==> config.mk <==
export PLATFORM = sky130hd
export DESIGN_NAME = fasi_status
export DESIGN_NICKNAME = d
export VERILOG_FILES = /design/src/logic/fasi_pkg.sv /design/src/logic/fasi_blinker.sv /design/src/logic/fasi_event_log.sv /design/src/logic/fasi_status.sv
export SDC_FILE = /design/constraint.sdc
export NUM_CORES = 1
export LEC_CHECK = 0
export ABC_AREA = 0
export BUFFER_PORTS_ARGS = -buffer_cell sky130_fd_sc_hd__clkbuf_2
export CORE_AREA = 4 4 153 155
export CTS_CLUSTER_SIZE = 24
export DETAILED_ROUTE_END_ITERATION = 10
export DIE_AREA = 0 0 157 159
export PLACE_DENSITY = 0.87
export SLEW_MARGIN = 30
export SYNTH_ARGS = -nofsm -noshare
export SYNTH_HDL_FRONTEND = slang
export SYNTH_SLANG_ARGS = --single-unit
==> constraint.sdc <==
create_clock -name clock -period 3.9 [get_ports clock]
set_input_delay 0.39 -clock clock [delete_from_list [all_inputs] [get_ports clock]]
set_output_delay 0.39 -clock clock [all_outputs]
set_load 0.005 [all_outputs]
==> src/logic/fasi_pkg.sv <==
package fasi_pkg;
    // Clock rate and timing figures
    localparam int unsigned CLK_HZ        = 20_000_000;
    localparam int unsigned CYC_PER_MS    = CLK_HZ / 1000;
    localparam int unsigned RETRY_MS      = 5000;
    localparam int unsigned FLASH_1HZ_MS  = 500;
    localparam int unsigned LOCATE_MS     = 500;
    localparam int unsigned FLASH_05HZ_MS = 1000;
    localparam int unsigned FLASH_2HZ_MS  = 250;
    localparam int unsigned RETRY_CYC     = RETRY_MS * CYC_PER_MS;
    localparam int unsigned FLASH_1HZ_CYC = FLASH_1HZ_MS * CYC_PER_MS;
    localparam int unsigned LOCATE_CYC    = LOCATE_MS * CYC_PER_MS;
    localparam int unsigned FLASH_05_CYC  = FLASH_05HZ_MS * CYC_PER_MS;
    localparam int unsigned FLASH_2HZ_CYC = FLASH_2HZ_MS * CYC_PER_MS;

    // Register offsets
    localparam logic [7:0] OFS_OUT_STATUS = 8'h00;
    localparam logic [7:0] OFS_POS_STATUS = 8'h04;
    localparam logic [7:0] OFS_FAULTS     = 8'h08;
    localparam logic [7:0] OFS_ALARMS     = 8'h0C;
    localparam logic [7:0] OFS_FAULT_CFG  = 8'h10;
    localparam logic [7:0] OFS_CTRL       = 8'h14;
    localparam logic [7:0] OFS_FAULT_LOG  = 8'h18;
    localparam logic [7:0] OFS_ALARM_LOG  = 8'h1C;
    localparam logic [7:0] OFS_REACTION   = 8'h20;

    // Control register and fieldbus status word fields
    localparam int unsigned CTRL_LOCATE_BIT = 8;
    localparam int unsigned CTRL_ACK_BIT    = 9;
    localparam int unsigned FB_READY_BIT    = 0;
    localparam int unsigned FB_FAULT_BIT    = 1;

    // Reset values
    localparam logic [31:0] FAULT_CFG_RST = 32'h0000_0000;
    localparam logic [7:0]  ENC_MASK_RST  = 8'h00;

    // Stop reactions, ordered by severity
    localparam logic [1:0] REACT_NONE  = 2'h0;
    localparam logic [1:0] REACT_RAMP  = 2'h1;
    localparam logic [1:0] REACT_QUICK = 2'h2;
    localparam logic [1:0] REACT_COAST = 2'h3;

    // Acknowledgement classes
    localparam logic [1:0] ACK_IMMEDIATE = 2'h0;
    localparam logic [1:0] ACK_PULSE_INH = 2'h1;
    localparam logic [1:0] ACK_POWER_ON  = 2'h2;

    // Display contents
    localparam logic [1:0] DISP_NONE  = 2'h0;
    localparam logic [1:0] DISP_FAULT = 2'h1;
    localparam logic [1:0] DISP_ALARM = 2'h2;
endpackage : fasi_pkg

==> src/logic/fasi_blinker.sv <==
`timescale 1ns/1ps
module fasi_blinker #(
    parameter int unsigned HALF_CYC = 10
) (
    input  wire logic clock,
    input  wire logic reset_n,
    input  wire logic enable,
    output logic      phase
);
    localparam int unsigned CW = $clog2(HALF_CYC + 1);

    typedef struct packed {
        logic [CW-1:0] cnt;
        logic          ph;
    } fasi_blink_s;

    fasi_blink_s state_r;
    fasi_blink_s state_nxt;

    // Divide the clock down to one toggle per half period
    always_comb begin
        state_nxt = state_r;
        if (!enable) begin
            state_nxt = '0;
        end else if (state_r.cnt == CW'(HALF_CYC - 1)) begin
            state_nxt.cnt = '0;
            state_nxt.ph  = ~state_r.ph;
        end else begin
            state_nxt.cnt = state_r.cnt + CW'(1);
        end
    end

    // State register
    always_ff @(posedge clock) begin
        if (!reset_n) begin
            state_r <= '0;
        end else begin
            state_r <= state_nxt;
        end
    end

    assign phase = state_r.ph;
endmodule : fasi_blinker

==> src/logic/fasi_event_log.sv <==
`timescale 1ns/1ps
module fasi_event_log #(
    parameter int unsigned DEPTH = 4,
    parameter int unsigned WIDTH = 8
) (
    input  wire logic                   clock,
    input  wire logic                   reset_n,
    input  wire logic                   push,
    input  wire logic [WIDTH-1:0]       data,
    output logic      [DEPTH*WIDTH-1:0] contents
);
    typedef struct packed {
        logic [DEPTH-1:0][WIDTH-1:0] mem;
    } fasi_log_s;

    fasi_log_s state_r;
    fasi_log_s state_nxt;

    // Newest entry at slot 0, oldest drops out
    always_comb begin
        state_nxt = state_r;
        if (push) begin
            for (int i = DEPTH - 1; i > 0; i--) begin
                state_nxt.mem[i] = state_r.mem[i-1];
            end
            state_nxt.mem[0] = data;
        end
    end

    // State register
    always_ff @(posedge clock) begin
        if (!reset_n) begin
            state_r <= '0;
        end else begin
            state_r <= state_nxt;
        end
    end

    assign contents = state_r.mem;
endmodule : fasi_event_log

==> src/logic/fasi_status.sv <==
// The strobed register port and the placing of the registers were left to the implementer.
`timescale 1ns/1ps
module fasi_status #(
    parameter int unsigned NF         = 8,
    parameter int unsigned NA         = 8,
    parameter int unsigned RETRY_CYC  = fasi_pkg::RETRY_CYC,
    parameter int unsigned F1HZ_CYC   = fasi_pkg::FLASH_1HZ_CYC,
    parameter int unsigned LOCATE_CYC = fasi_pkg::LOCATE_CYC,
    parameter int unsigned F05_CYC    = fasi_pkg::FLASH_05_CYC,
    parameter int unsigned F2HZ_CYC   = fasi_pkg::FLASH_2HZ_CYC
) (
    input  wire logic          clock,
    input  wire logic          reset_n,
    input  wire logic [7:0]    addr,
    input  wire logic [31:0]   wdata,
    input  wire logic          wr_stb,
    input  wire logic          rd_stb,
    output logic      [31:0]   rdata,
    input  wire logic [NF-1:0] fault_cause,
    input  wire logic [NA-1:0] alarm_cause,
    input  wire logic          drive_ready,
    input  wire logic          in_position_flag,
    input  wire logic          zero_speed_flag,
    input  wire logic          speed_reached_flag,
    input  wire logic          torque_limit_reached,
    input  wire logic          speed_limit_reached,
    input  wire logic          holding_brake_out,
    input  wire logic          overload_level_flag,
    input  wire logic          first_warning_out,
    input  wire logic          second_warning_out,
    input  wire logic          homing_done_flag,
    input  wire logic          control_mode_state,
    input  wire logic [1:0]    gear_ratio_index,
    input  wire logic          servo_on,
    input  wire logic          pulses_inhibited,
    input  wire logic          front_panel_ack,
    input  wire logic          front_panel_key,
    input  wire logic          reset_di,
    input  wire logic          pc_link_active,
    input  wire logic          pc_link_error,
    input  wire logic          card_busy,
    output logic               ramp_stop_reaction,
    output logic               coast_stop_reaction,
    output logic               quick_stop_reaction,
    output logic [15:0]        fieldbus_fault_word,
    output logic [1:0]         display_kind,
    output logic [2:0]         display_index,
    output logic               ready_led_green,
    output logic               ready_led_red,
    output logic               link_led_green,
    output logic               link_led_red
);
    localparam int unsigned RW = $clog2(RETRY_CYC + 1);

    typedef struct packed {
        logic [NF-1:0] cause_q;
        logic [NF-1:0] latched;
        logic [NF-1:0] hidden;
        logic [NA-1:0] alarm_act;
        logic [RW-1:0] retry_cnt;
        logic [31:0]   cfg;
        logic [7:0]    enc_mask;
        logic          locate;
        logic          pc_ack;
        logic          rst_s1;
        logic          rst_s2;
        logic          rst_s3;
        logic [2:0]    react;
        logic [15:0]   fb_word;
        logic [1:0]    disp_kind;
        logic [2:0]    disp_idx;
        logic          rdy_g;
        logic          rdy_r;
        logic          lnk_g;
        logic          lnk_r;
        logic [31:0]   rdata;
    } fasi_state_s;

    fasi_state_s state_r;
    fasi_state_s state_nxt;

    logic        ph_1hz;
    logic        ph_loc;
    logic        ph_05;
    logic        ph_2hz;
    logic [31:0] fault_log;
    logic [31:0] alarm_log;
    logic        ack;
    logic        retry_done;
    logic [NF-1:0] raise;
    logic [NA-1:0] alarm_raise;

    // Lowest set bit of an event vector
    function automatic logic [2:0] first_set(input logic [7:0] v);
        first_set = 3'h0;
        for (int i = 7; i >= 0; i--) begin
            if (v[i]) begin
                first_set = 3'(i);
            end
        end
    endfunction : first_set

    // Blink dividers, enabled only while their pattern is wanted
    fasi_blinker #(.HALF_CYC(F1HZ_CYC)) u_blink_1hz (
        .clock   (clock),
        .reset_n (reset_n),
        .enable  (|state_r.latched | |state_r.alarm_act),
        .phase   (ph_1hz)
    );
    fasi_blinker #(.HALF_CYC(LOCATE_CYC)) u_blink_loc (
        .clock   (clock),
        .reset_n (reset_n),
        .enable  (state_r.locate),
        .phase   (ph_loc)
    );
    fasi_blinker #(.HALF_CYC(F05_CYC)) u_blink_05 (
        .clock   (clock),
        .reset_n (reset_n),
        .enable  (pc_link_active),
        .phase   (ph_05)
    );
    fasi_blinker #(.HALF_CYC(F2HZ_CYC)) u_blink_2hz (
        .clock   (clock),
        .reset_n (reset_n),
        .enable  (card_busy),
        .phase   (ph_2hz)
    );

    // Fault and alarm buffers, entry is valid bit plus index
    fasi_event_log #(.DEPTH(4), .WIDTH(8)) u_fault_log (
        .clock    (clock),
        .reset_n  (reset_n),
        .push     (|raise),
        .data     ({5'h10, first_set(8'(raise))}),
        .contents (fault_log)
    );
    fasi_event_log #(.DEPTH(4), .WIDTH(8)) u_alarm_log (
        .clock    (clock),
        .reset_n  (reset_n),
        .push     (|alarm_raise),
        .data     ({5'h10, first_set(8'(alarm_raise))}),
        .contents (alarm_log)
    );

    // Events of the current cycle
    assign raise       = fault_cause & ~state_r.cause_q;
    assign alarm_raise = alarm_cause & ~state_r.alarm_act;
    assign ack         = front_panel_ack | state_r.pc_ack
                       | (state_r.rst_s2 & ~state_r.rst_s3);
    assign retry_done  = state_r.retry_cnt == RW'(RETRY_CYC - 1);

    // Next-state logic
    always_comb begin
        logic [1:0] cls;
        logic [1:0] rc;
        logic [1:0] sev;
        logic       ok;
        logic [NF-1:0] shown;
        cls   = 2'h0;
        rc    = 2'h0;
        sev   = fasi_pkg::REACT_NONE;
        ok    = 1'b0;
        shown = '0;
        state_nxt = state_r;
        // Reset input synchroniser and edge detect
        state_nxt.rst_s1  = reset_di;
        state_nxt.rst_s2  = state_r.rst_s1;
        state_nxt.rst_s3  = state_r.rst_s2;
        state_nxt.cause_q = fault_cause;
        state_nxt.pc_ack  = 1'b0;
        // Alarms follow their causes, no ack needed
        state_nxt.alarm_act = alarm_cause;
        // Per-fault latch with class-dependent acknowledge
        for (int i = 0; i < NF; i++) begin
            cls = state_r.cfg[4*i+2 +: 2];
            ok  = (cls != fasi_pkg::ACK_POWER_ON)
                && (cls != fasi_pkg::ACK_PULSE_INH
                    || pulses_inhibited);
            if (ack && ok && !fault_cause[i]) begin
                state_nxt.latched[i] = 1'b0;
                state_nxt.hidden[i]  = 1'b0;
            end
            if (ack && ok && fault_cause[i] && state_r.latched[i]) begin
                state_nxt.hidden[i] = 1'b1;
            end
            if (retry_done) begin
                state_nxt.hidden[i] = 1'b0;
            end
            if (fault_cause[i]) begin
                state_nxt.latched[i] = 1'b1;
            end
        end
        // Idle timer for re-display of ignored acknowledges
        if (|state_r.hidden && !front_panel_key && !ack
            && !retry_done) begin
            state_nxt.retry_cnt = state_r.retry_cnt + RW'(1);
        end else begin
            state_nxt.retry_cnt = '0;
        end
        // Worst stop reaction among latched faults only
        for (int i = 0; i < NF; i++) begin
            rc = state_r.cfg[4*i +: 2];
            if (i < 8 && state_r.enc_mask[i % 8]) begin
                rc = fasi_pkg::REACT_COAST;
            end
            if (state_r.latched[i] && rc > sev) begin
                sev = rc;
            end
        end
        state_nxt.react = {sev == fasi_pkg::REACT_QUICK,
                           sev == fasi_pkg::REACT_COAST,
                           sev == fasi_pkg::REACT_RAMP};
        // Fieldbus status word
        state_nxt.fb_word = '0;
        state_nxt.fb_word[fasi_pkg::FB_FAULT_BIT] = |state_r.latched;
        state_nxt.fb_word[fasi_pkg::FB_READY_BIT] = drive_ready;
        // Display: unacknowledged faults beat alarms
        shown = state_r.latched & ~state_r.hidden;
        if (|shown) begin
            state_nxt.disp_kind = fasi_pkg::DISP_FAULT;
            state_nxt.disp_idx  = first_set(8'(shown));
        end else if (|state_r.alarm_act) begin
            state_nxt.disp_kind = fasi_pkg::DISP_ALARM;
            state_nxt.disp_idx  = first_set(8'(state_r.alarm_act));
        end else begin
            state_nxt.disp_kind = fasi_pkg::DISP_NONE;
            state_nxt.disp_idx  = 3'h0;
        end
        // Ready LED: locate, then fault/alarm, then steady
        if (state_r.locate) begin
            state_nxt.rdy_r = 1'b1;
            state_nxt.rdy_g = ph_loc;
        end else if (|state_r.latched || |state_r.alarm_act) begin
            state_nxt.rdy_r = ph_1hz;
            state_nxt.rdy_g = 1'b0;
        end else begin
            state_nxt.rdy_r = !servo_on;
            state_nxt.rdy_g = servo_on;
        end
        // Link LED: error, then card access, then PC link
        if (pc_link_error) begin
            state_nxt.lnk_r = 1'b1;
            state_nxt.lnk_g = 1'b0;
        end else if (card_busy) begin
            state_nxt.lnk_r = 1'b0;
            state_nxt.lnk_g = ph_2hz;
        end else begin
            state_nxt.lnk_r = 1'b0;
            state_nxt.lnk_g = pc_link_active && ph_05;
        end
        // Register writes
        if (wr_stb) begin
            case (addr)
                fasi_pkg::OFS_FAULT_CFG: begin
                    state_nxt.cfg = wdata;
                end
                fasi_pkg::OFS_CTRL: begin
                    state_nxt.enc_mask = wdata[7:0];
                    state_nxt.locate   = wdata[fasi_pkg::CTRL_LOCATE_BIT];
                    state_nxt.pc_ack   = wdata[fasi_pkg::CTRL_ACK_BIT];
                end
                default: begin
                end
            endcase
        end
        // Register reads, data valid the cycle after the strobe
        state_nxt.rdata = 32'h0000_0000;
        if (rd_stb) begin
            case (addr)
                fasi_pkg::OFS_OUT_STATUS: begin
                    state_nxt.rdata[12:0] = {control_mode_state,
                        homing_done_flag, second_warning_out,
                        first_warning_out, overload_level_flag,
                        holding_brake_out, speed_limit_reached,
                        torque_limit_reached, speed_reached_flag,
                        zero_speed_flag, in_position_flag,
                        |state_r.latched, drive_ready};
                end
                fasi_pkg::OFS_POS_STATUS: begin
                    state_nxt.rdata[1:0] = gear_ratio_index;
                end
                fasi_pkg::OFS_FAULTS: begin
                    state_nxt.rdata[15:0] = {8'(state_r.hidden),
                                             8'(state_r.latched)};
                end
                fasi_pkg::OFS_ALARMS: begin
                    state_nxt.rdata[7:0] = 8'(state_r.alarm_act);
                end
                fasi_pkg::OFS_FAULT_CFG: begin
                    state_nxt.rdata = state_r.cfg;
                end
                fasi_pkg::OFS_CTRL: begin
                    state_nxt.rdata[8:0] = {state_r.locate,
                                            state_r.enc_mask};
                end
                fasi_pkg::OFS_FAULT_LOG: begin
                    state_nxt.rdata = fault_log;
                end
                fasi_pkg::OFS_ALARM_LOG: begin
                    state_nxt.rdata = alarm_log;
                end
                fasi_pkg::OFS_REACTION: begin
                    state_nxt.rdata[7:0] = {state_r.disp_idx,
                        state_r.disp_kind, state_r.react};
                end
                default: begin
                end
            endcase
        end
    end

    // State register
    always_ff @(posedge clock) begin
        if (!reset_n) begin
            state_r          <= '0;
            state_r.cfg      <= fasi_pkg::FAULT_CFG_RST;
            state_r.enc_mask <= fasi_pkg::ENC_MASK_RST;
        end else begin
            state_r <= state_nxt;
        end
    end

    // Outputs straight from the state register
    assign rdata               = state_r.rdata;
    assign ramp_stop_reaction  = state_r.react[0];
    assign coast_stop_reaction = state_r.react[1];
    assign quick_stop_reaction = state_r.react[2];
    assign fieldbus_fault_word = state_r.fb_word;
    assign display_kind        = state_r.disp_kind;
    assign display_index       = state_r.disp_idx;
    assign ready_led_green     = state_r.rdy_g;
    assign ready_led_red       = state_r.rdy_r;
    assign link_led_green      = state_r.lnk_g;
    assign link_led_red        = state_r.lnk_r;

    // Per-fault class decode for the checks below
    logic [NF-1:0] cls_pwr;
    logic [NF-1:0] cls_pls;
    for (genvar g = 0; g < NF; g++) begin : g_cls
        assign cls_pwr[g] = state_r.cfg[4*g+2 +: 2] == fasi_pkg::ACK_POWER_ON;
        assign cls_pls[g] = state_r.cfg[4*g+2 +: 2] == fasi_pkg::ACK_PULSE_INH;
    end
endmodule : fasi_status

==> metrics.cfg, run 1 <==
[cells_and_area]
diodes = 0
fin_area_mm2 = 0.01437
drive_gt1_frac = 0.1442
area_delta_synth_final_pct = 11.99
final_nets = 1636
fill_cells = 1714
fin_util = 0.6585

[critical_path]
rr_startpoint = state_r[148]
crit_type = flop to flop
critPathSlowestCell = dfxtp_1
cpLargestDelayFamily = compound AO/OA/AOI/OAI gates
crit_arrival_ns = 3.99
critPathLaunchType = flop
end_kind = flop
rrSetupSlack_ns = 0.34
path_buf_inv = 0
rr_worst_depth = 15
critPathMaxFanout = 7
slowest_delay_ns = 0.44
path_cells = o21ai_1 > ha_1 > a21boi_1 > o21a_2 > o21a_1 > o21ai_1 > a211oi_1 > nand2_1 > ha_1 > a21boi_0 > o21ai_0 > nand2_1 > o32ai_1 > a41oi_1 > o31ai_1
reg2reg_to = coast_stop_reaction
cp.required_ns = 4.33

[global_route]
grt_pass1_wl_mm = 49.65
gr-usage-met3 = 0.04159
grt_max_degree = 97
first_global_vias = 9919
grt_usage = 0.2399
antenna_found_initial = 1
use_met2 = 0.4034
grt-busiest-layer = met2
met1_usage = 0.3053
grt_overflow = 0

[sta]
fin_crit_sh = 0.9134
rsz0062_at_grt = false
fin_skew_ns = 0.01743
hold_ws_ns = 0.06111
worst_pin_slew_ns = 0.9603
fin_crit_ns = 3.562
hold_viol = 0
max_freq_mhz = 280.7
fin_setup_tns_ns = 0
maxSlewHeadroom = 0.3579
setup_viol = 0
slew_violations = 0

[synth]
synth-seq-cells = 282
netlist_instances = 1471
netlist_area_mm2 = 0.01283
netlist-cell-type-count = 72
synth_edf_count = 0
seq_area_frac_synth = 0.4399
avgSynthCellArea_um2 = 8.724
ys_warn_count = 0
synth-main-ff-cell = dfxtp_1
async_flop_share = 0

[die]
die_y_um = 159
core_area_mm2 = 0.02182
initial_core_util = 0.5880
ios = 142
die_w_um = 157
rows = 54
die-area_mm2 = 0.02496

[clock_tree]
numCtsBuffers = 28
cts_max_level = 1
cts_tree = built
cts_root_buf = clkbuf_16
clkTransAtPathRegs_ns = 0.07
clock_path_buffers = 3
clkSinkCount = 282
clk_latency_ns = 0.55

[worst_hold_path]
hold_path.startpoint = alarm_cause[2]
hold_class = input pin to flop
hold_depth = 2
min_to = state_r[134]

[drt]
ant_nets = 0
post_drt_wl_per_cell_um = 17.05
vias_per_cell = 5.676
firstDrtPassIters = 6
drc = 0
wl_mm = 31.49
dr.first_iter.drc_count = 861
routed-via-count = 10480

[power_and_ir_drop]
ir_drop_mv = 0.3107
p_leak_nw = 5.503
p_clk_frac = 0.472
pwr-share-comb = 0.050
swShare = 0.2222
switching_power_w = 0.001380
power.internal_w = 0.004833
pwr-share-seq = 0.479
power_density_mw_per_mm2 = 432.4

[run_status]
status = complete, no violations

[job]
cap_violations = 0

[placement]
gp_congestion = 0.9771
portBuffers = 127
dpl_cell_area_mm2 = 0.01332
place.detailed.hpwl_mm = 22.66

==> sequential cells by signal, summed over array words and instances (netlist names), 2 cells and up <==
name / flops
display_index: 3
display_kind: 2
fieldbus_fault_word: 2
rdata: 32
state_nxt: 2
state_r: 102
u_alarm_log.contents: 16
u_blink_05.state_r: 25
u_blink_1hz.state_r: 24
u_blink_2hz.state_r: 23
u_blink_loc.state_r: 24
u_fault_log.contents: 16
==> cells by family (layout without fill, tap and decap cells) <==
| kind of cell | count (synthesis) | count (layout) | synth area share |
|---|---|---|---|
| and+or+nand+nor | 676 | 676 | 0.2608 |
| DFF | 282 | 282 | 0.4399 |
| AOI/OAI and AO/OA | 194 | 194 | 0.1018 |
| buffers and inverters | 135 | 218 | 0.05782 |
| xor gates and xnor gates | 112 | 112 | 0.07644 |
| muxes | 62 | 62 | 0.05411 |
| adders and majority gates | 9 | 9 | 0.008776 |
| other | 1 | 14 | 0.0002922 |
==> area by class of cell <==
class / count / area (um2) / share of cell area
Clock buffer: 32 / 745.7 / 0.05189
Inverter: 27 / 101.3 / 0.007052
Timing Repair Buffer: 139 / 747.0 / 0.05198
Sequential cell: 282 / 5645 / 0.3928
Multi-Input combinational cell: 1067 / 6506 / 0.4527
Clock inverter: 20 / 275.3 / 0.01915
Tap cell: 280 / 350.3 / 0.02438
==> cells in the mapped netlist, types with 5 or more instances <==
cell	instances	area, um2
a21boi_0	45	337.8
a21oi_1	37	185.2
a22oi_1	21	157.7
a31oi_1	8	50.05
and2_1	44	275.3
and3_1	26	162.7
and4_1	11	96.34
buf_2	14	70.07
buf_4	54	405.4
clkbuf_1	36	135.1
dfxtp_1	282	5645
ha_1	9	112.6
inv_1	27	101.4
mux2_2	19	214.0
mux2i_1	39	390.4
nand2_1	154	578.1
nand2b_1	24	150.1
nand3_1	67	335.3
nand3b_1	8	60.06
nand4_1	27	168.9
nor2_1	195	732.0
nor2b_1	49	306.5
nor3_1	24	120.1
nor4_1	17	106.4
nor4b_1	7	61.31
o211ai_1	5	37.54
o21a_1	9	67.56
o21ai_0	31	155.2
or3_1	6	37.54
xnor2_1	39	341.6
xor2_1	73	639.4
==> worst register-to-register path: cells and delay by family (launching register included) <==
kind	cells	cell delay [ns]
compound gates	11	2.16
flops	1	0.44
simple gates	2	0.24
fa+ha+maj	2	0.59
==> power by group through the flow <==
stage          clock (W)  combinational [W]  sequential [W]
2_1_floorplan          0           0.000212         0.00301
3_3_place_gp           0           0.000294         0.00303
3_5_place_dp           0           0.000299         0.00303
4_1_cts          0.00298           0.000303         0.00297
5_1_grt          0.00310           0.000337         0.00297
6_report         0.00293           0.000308         0.00297
==> worst max-delay path by stage <==
stage	cells after the start	slack, ns	from	to
final	15	0.34	state_r[148]	coast_stop_reaction
after detailed placement	15	0.10	state_r[65]	coast_stop_reaction
after global placement	14	0.24	state_r[65]	coast_stop_reaction
after global routing	16	0.004	state_r[66]	coast_stop_reaction
after floorplan	14	0.63	state_r[65]	coast_stop_reaction
after CTS	15	0.11	state_r[65]	coast_stop_reaction
==> through the flow <==
step	power (W)	cells	setup slack [ns]
global placement	0.003328	1793	0.2392
detailed placement	0.003334	1793	0.1045
floorplan	0.003227	1484	0.6321
finish	0.006214	1847	0.3379
CTS	0.006254	1846	0.1086
global route	0.006412	1847	0.003562
==> cells in the final DEF (no fill, tap or decap), drive strengths merged, types with 18 or more instances in the layout <==
cell type / n
nand4: 27
nor4: 18
mux2i: 39
a21oi: 40
clkbuf: 158
o21ai: 33
and3: 26
inv: 28
dfxtp: 282
a22oi: 21
a21boi: 46
nand2: 154
nor2b: 49
nand3: 68
nor2: 196
xnor2: 39
and2: 44
xor2: 73
nand2b: 24
mux2: 19
nor3: 24
==> per-layer routing <==
layer  vias to the layer above  share of wire  routed length [um]
met5                         -        0.00038                  12
met4                         2          0.038                1188
met3                        81          0.073                2295
met2                       389           0.47               14830
met1                      4891           0.42               13160
li1                       5121              -                   -
==> timing repair <==
action | CTS | global route
gates resized for setup | 0 | 3
endpoints found under the setup margin | 0 | 3
hold endpoints to repair | 1 | 0
hold buffers | 1 | 0
setup buffers | 0 | 0
(Power assumes the default switching activity.)
==> run 2: changes to the inputs <==
--- a/config.mk
+++ b/config.mk
@@ -12,6 +12,7 @@
 export DETAILED_ROUTE_END_ITERATION = 10
 export DIE_AREA = 0 0 157 159
 export PLACE_DENSITY = 0.87
+export REMOVE_ABC_BUFFERS = 1
 export SLEW_MARGIN = 30
 export SYNTH_ARGS = -nofsm -noshare
 export SYNTH_HDL_FRONTEND = slang
==> run 2 against run 1 <==
Compared with the run above:
- power is 0.73% lower
- flip-flop and latch count stayed put
- clock skew is 0.0010 ns higher
- clock-buffer cell count is 5 higher
==> metrics.cfg, run 2 (synthesis results as in run 1) <==
[cells_and_area]
fin_area_mm2 = 0.01435  ; -0.16%
final_common_cell = dfxtp_1
largest_reg_flops = 102  ; unchanged
fin_util = 0.6575  ; -0.001032
fill_cells = 1792  ; +4.6%
mostFrequentLayoutCells = dfxtp_1, nor2_1, nand2_1, clkbuf_2, xor2_1
regMostFlops = state_r
diodes = 0  ; unchanged
final_nets = 1635  ; -0.061%
drive_gt1_frac = 0.1462  ; +0.002008
area_delta_synth_final_pct = 11.82

[sta]
max_freq_mhz = 284.9  ; +1.5%
fin_crit_ns = 3.510  ; -0.05247 ns
maxSlewHeadroom = 0.4010  ; +0.04309
slew_violations = 0  ; unchanged
fin_setup_tns_ns = 0  ; unchanged
rsz0062_at_grt = false
hold_viol = 0  ; unchanged
setup_viol = 0  ; unchanged
worst_pin_slew_ns = 0.8958  ; -0.06444 ns
fin_skew_ns = 0.01845  ; +0.001027 ns
fin_crit_sh = 0.8999  ; -0.01345

[global_route]
grt_pass1_wl_mm = 50.51  ; +1.7%
first_global_vias = 10190  ; +2.7%
grt_usage = 0.2424  ; +0.002491
grt_max_degree = 90  ; -7.2%
grt_overflow = 0  ; unchanged
antenna_found_initial = 1  ; unchanged

[power_and_ir_drop]
p_leak_nw = 5.503  ; about the same
power_density_mw_per_mm2 = 429.9  ; -0.58%
ir_drop_mv = 0.3823  ; +23%

[critical_path]
path_buf_inv = 1  ; +1
crit_arrival_ns = 3.93  ; -0.06 ns
cpLargestDelayFamily = compound AO/OA/AOI/OAI gates
end_kind = flop
path_cells = nor2_2 > inv_1 > ha_1 > a21boi_1 > o21a_2 > o21a_1 > o21ai_1 > a211oi_2 > nand2_1 > ha_1 > a21boi_0 > o21ai_0 > nand2_1 > o32ai_1 > a41oi_1 > o31ai_1
critPathMaxFanout = 6  ; -1
crit_type = flop to flop
slowest_delay_ns = 0.35  ; -0.09 ns
critPathLaunchType = flop
critPathSlowestCell = dfxtp_1
cp.required_ns = 4.32  ; about the same

[clock_tree]
cts_tree = built
clk_latency_ns = 0.55  ; about the same
numCtsBuffers = 29  ; +3.6%
clkTransAtPathRegs_ns = 0.06  ; about the same
cts_setup_buffers = 0  ; unchanged
clock_path_buffers = 3  ; unchanged
cts_root_buf = clkbuf_16
postCtsHoldBufs = 0  ; -1
clkSinkCount = 282  ; unchanged
cts_max_level = 1  ; unchanged

[die]
die_y_um = 159  ; unchanged
die-area_mm2 = 0.02496  ; unchanged
rows = 54  ; unchanged
core_area_mm2 = 0.02182  ; unchanged
initial_core_util = 0.5880  ; unchanged
die_w_um = 157  ; unchanged
ios = 142  ; unchanged

[placement]
portBuffers = 127  ; unchanged
place.detailed.hpwl_mm = 22.61  ; -0.20%
gp_congestion = 0.9214  ; -5.7%
dpl_cell_area_mm2 = 0.01331  ; about the same

[drt]
post_drt_wl_per_cell_um = 17.13  ; +0.49%
ant_nets = 0  ; unchanged
vias_per_cell = 5.731  ; +0.97%
dr.first_iter.drc_count = 758  ; -12%
wl_mm = 31.63  ; +0.43%
routed-via-count = 10580  ; +0.92%
drc = 0  ; unchanged
firstDrtPassIters = 6  ; unchanged

[run_status]
status = complete, no violations

[worst_hold_path]
hold_class = input pin to flop

[job]
cap_violations = 0  ; unchanged

[run 2: layer usage]
metal / part of all wire / wire length, um / track usage / vias to the layer above
met4: 0.034 / 1069 / 0.08205 / 2
li1: - / - / - / 5114
met3: 0.080 / 2526 / 0.04104 / 88
met5: 0.00025 / 8 / 0 / -
met1: 0.41 / 12830 / 0.3128 / 4956
met2: 0.48 / 15190 / 0.4102 / 420
[run 2: what timing repair did]
action,4_1_cts,5_1_grt
gates resized for setup,0,6
endpoints found under the setup margin,0,3
endpoints found under the hold margin,0,0
[run 2: final cells by class]
type | count | area [um2] | share of cell area
clock buffers | 37 | 815.8 | 0.05685
clock inverters | 16 | 190.2 | 0.01325
inverters | 27 | 101.3 | 0.007063
multi-input cells | 1067 | 6515 | 0.4540
flip-flops and latches | 282 | 5647 | 0.3935
well taps | 280 | 350.3 | 0.02442
repair buffers | 137 | 729.5 | 0.05084
[run 2: final timing paths]
kind	from	endpoint	slack (ns)	cells past startpoint
setup reg to reg	state_r[66]	coast_stop_reaction	0.39	16
setup / recovery	state_r[66]	coast_stop_reaction	0.39	16
hold / removal	pc_link_error	link_led_green	0.03	2
hold reg to reg	u_blink_2hz.state_r[1]	u_blink_2hz.state_r[1]	0.44	1
[run 2: power by group]
| part | switching (W) | internal, W |
|---|---|---|
| Combinational | 0.000181 | 0.000132 |
| Clock | 0.00114 | 0.00174 |
| Sequential | 0.0000471 | 0.00292 |
[run 2: stage by stage]
step	cells	hold WS [ns]	total power (W)	setup WS, ns
after detailed placement	1792	0.4356	0.003335	0.2018
after CTS	1845	0.01206	0.006187	0.1677
after global placement	1792	0.4267	0.003326	0.1636
after floorplan	1376	0.4118	0.003177	0.6321
final	1846	0.03125	0.006168	0.3904
after global routing	1846	0.02651	0.006359	0.02831
[run 2: worst register-to-register path: cells and delay by family (launching register included)]
family | cells | cell delay (ns)
compound gates | 10 | 1.96
fa+ha+maj | 2 | 0.59
simple gates | 3 | 0.40
flops | 1 | 0.35
buf+inv | 1 | 0.08
==> run 3: changes to the inputs <==
--- a/config.mk
+++ b/config.mk
@@ -8,11 +8,13 @@
 export ABC_AREA = 0
 export BUFFER_PORTS_ARGS = -buffer_cell sky130_fd_sc_hd__clkbuf_2
 export CORE_AREA = 4 4 153 155
+export CTS_BUF_LIST = sky130_fd_sc_hd__clkbuf_16
 export CTS_CLUSTER_SIZE = 24
 export DETAILED_ROUTE_END_ITERATION = 10
 export DIE_AREA = 0 0 157 159
 export PLACE_DENSITY = 0.87
 export REMOVE_ABC_BUFFERS = 1
+export SKIP_LAST_GASP = 1
 export SLEW_MARGIN = 30
 export SYNTH_ARGS = -nofsm -noshare
 export SYNTH_HDL_FRONTEND = slang
==> run 3 against run 2 <==
Compared with the run above:
- via count is 0.29% lower
- critical path depth stayed put
- clock skew is 0.0026 ns lower
- power is 2.2% lower
- wire length is 0.17% lower
- first-iteration DRC count is 2.0% lower
- flip-flop and latch count stayed put
- final cell count stayed put
- clock power is 5% lower
- fmax is 0.32% lower
- register-to-register slack hardly changed
- setup slack worse by 0.011 ns
- critical endpoint unchanged
- largest power group unchanged
==> metrics.cfg, run 3 (synthesis results as in run 1) <==
[run_status]
status = complete, no violations

[drt]
post_drt_wl_per_cell_um = 17.11  ; -0.17%
wl_mm = 31.58  ; -0.17%
dr.first_iter.drc_count = 743  ; -2.0%
firstDrtPassIters = 6  ; unchanged
routed-via-count = 10550  ; -0.29%
vias_per_cell = 5.715  ; -0.29%
drc = 0  ; unchanged
ant_nets = 0  ; unchanged

[power_and_ir_drop]
p_leak_nw = 5.477  ; -0.46%
ir_drop_mv = 0.3820  ; about the same
p_total_w = 0.006031  ; -2.2%
power_density_mw_per_mm2 = 422.1  ; -1.8%

[die]
rows = 54  ; unchanged
core_area_mm2 = 0.02182  ; unchanged
die-area_mm2 = 0.02496  ; unchanged
die_w_um = 157  ; unchanged
die_y_um = 159  ; unchanged
initial_core_util = 0.5880  ; unchanged
ios = 142  ; unchanged

[clock_tree]
cts_max_level = 1  ; unchanged
cts_setup_buffers = 0  ; unchanged
cts_root_buf = clkbuf_16
numCtsBuffers = 29  ; unchanged
clk_latency_ns = 0.55  ; about the same
clock_path_buffers = 3  ; unchanged
clkSinkCount = 282  ; unchanged
clkTransAtPathRegs_ns = 0.06  ; about the same
cts_tree = built

[worst_hold_path]
hold_path.startpoint = pc_link_error
hold_depth = 2  ; unchanged
min_to = link_led_green
hold_class = input pin to flop

[critical_path]
rrSetupSlack_ns = 0.38  ; about the same
cp.required_ns = 4.32  ; about the same
critPathMaxFanout = 6  ; unchanged
crit_type = flop to flop
rr_worst_depth = 16  ; unchanged
critPathLaunchType = flop
crit_arrival_ns = 3.94  ; about the same
end_kind = flop
reg2reg_to = coast_stop_reaction
rr_startpoint = state_r[66]

[sta]
worst_slack_ns = 0.3791  ; -0.01128 ns
hold_viol = 0  ; unchanged
fin_crit_sh = 0.9028  ; +0.002893
hold_ws_ns = 0.03178  ; +0.0005304 ns
worst_pin_slew_ns = 0.8819  ; -0.01395 ns
fin_skew_ns = 0.01590  ; -0.002550 ns
fin_crit_ns = 3.521  ; +0.01128 ns
slew_violations = 0  ; unchanged
maxSlewHeadroom = 0.4103  ; +0.009329
setup_viol = 0  ; unchanged
max_freq_mhz = 284.0  ; -0.32%
fin_setup_tns_ns = 0  ; unchanged
rsz0062_at_grt = false

[cells_and_area]
largest_reg_flops = 102  ; unchanged
final_nets = 1635  ; unchanged
regMostFlops = state_r
diodes = 0  ; unchanged
final_common_cell = dfxtp_1
mostFrequentLayoutCells = dfxtp_1, nor2_1, nand2_1, clkbuf_2, xor2_1
drive_gt1_frac = 0.1424  ; -0.003831
area_delta_synth_final_pct = 11.35

[global_route]
grt_usage = 0.2421  ; -0.0002696
grt_max_degree = 90  ; unchanged
antenna_found_initial = 1  ; unchanged
grt_overflow = 0  ; unchanged
grt_pass1_wl_mm = 50.44  ; -0.14%
first_global_vias = 10160  ; -0.26%

[placement]
place.detailed.hpwl_mm = 22.61  ; unchanged
gp_congestion = 0.9214  ; unchanged
pre_cts_ws_ns = 0.2018  ; unchanged
portBuffers = 127  ; unchanged

[job]
cap_violations = 0  ; unchanged

run 3: worst max-delay path by stage:
stage / start / to / slack (ns) / cells past startpoint
2_1_floorplan: state_r[65] / coast_stop_reaction / 0.63 / 14
3_3_place_gp: state_r[78] / coast_stop_reaction / 0.16 / 15
3_5_place_dp: state_r[78] / coast_stop_reaction / 0.20 / 15
4_1_cts: state_r[148] / coast_stop_reaction / 0.17 / 15
5_1_grt: state_r[66] / coast_stop_reaction / 0.03 / 16
6_report: state_r[66] / coast_stop_reaction / 0.38 / 16
run 3: area by class of cell:
type                       count  area [um2]
multi-input combinational   1067        6515
inverter                      27       101.3
sequential                   282        5647
timing repair buffer         137       729.5
clock buffer                  29       725.7
fill                        1801        7535
clock inverter                24       220.2
tap                          280       350.3
run 3: power by group:
group          internal [W]  leakage, nW  switching, W  total [W]
logic              0.000132         2.71      0.000181   0.000312
registers           0.00293         2.29     0.0000471    0.00297
clock network       0.00162        0.478       0.00113    0.00275
run 3: repair_timing:
item	in CTS	in global routing
hold buffers	0	0
resized for setup	0	6
endpoints found under the setup margin	0	3
run 3: metal layers:
| layer | global-route usage | part of all wire |
|---|---|---|
| met4 | 0.07968 | 0.036 |
| met1 | 0.3128 | 0.41 |
| met2 | 0.4108 | 0.48 |
| met5 | 0 | 0.00025 |
| met3 | 0.04050 | 0.077 |
run 3: per-stage QoR:
step	std cells	cell area (um2)	utilization
after detailed placement	1792	13310	0.6101
after global routing	1846	14290	0.6547
after CTS	1845	14260	0.6534
after floorplan	1376	12240	-
final	1846	14290	0.6547
after global placement	1792	13310	0.6101
run 3: critical path: stages (launching register included):
cell	delay [ns]
dfxtp_1	0.35
nor2_2	0.18
inv_1	0.08
ha_1	0.31
a21boi_1	0.24
o21a_2	0.25
o21a_1	0.27
o21ai_1	0.15
a211oi_2	0.30
nand2_1	0.09
ha_1	0.28
a21boi_0	0.23
o21ai_0	0.16
nand2_1	0.13
o32ai_1	0.10
a41oi_1	0.18
o31ai_1	0.10
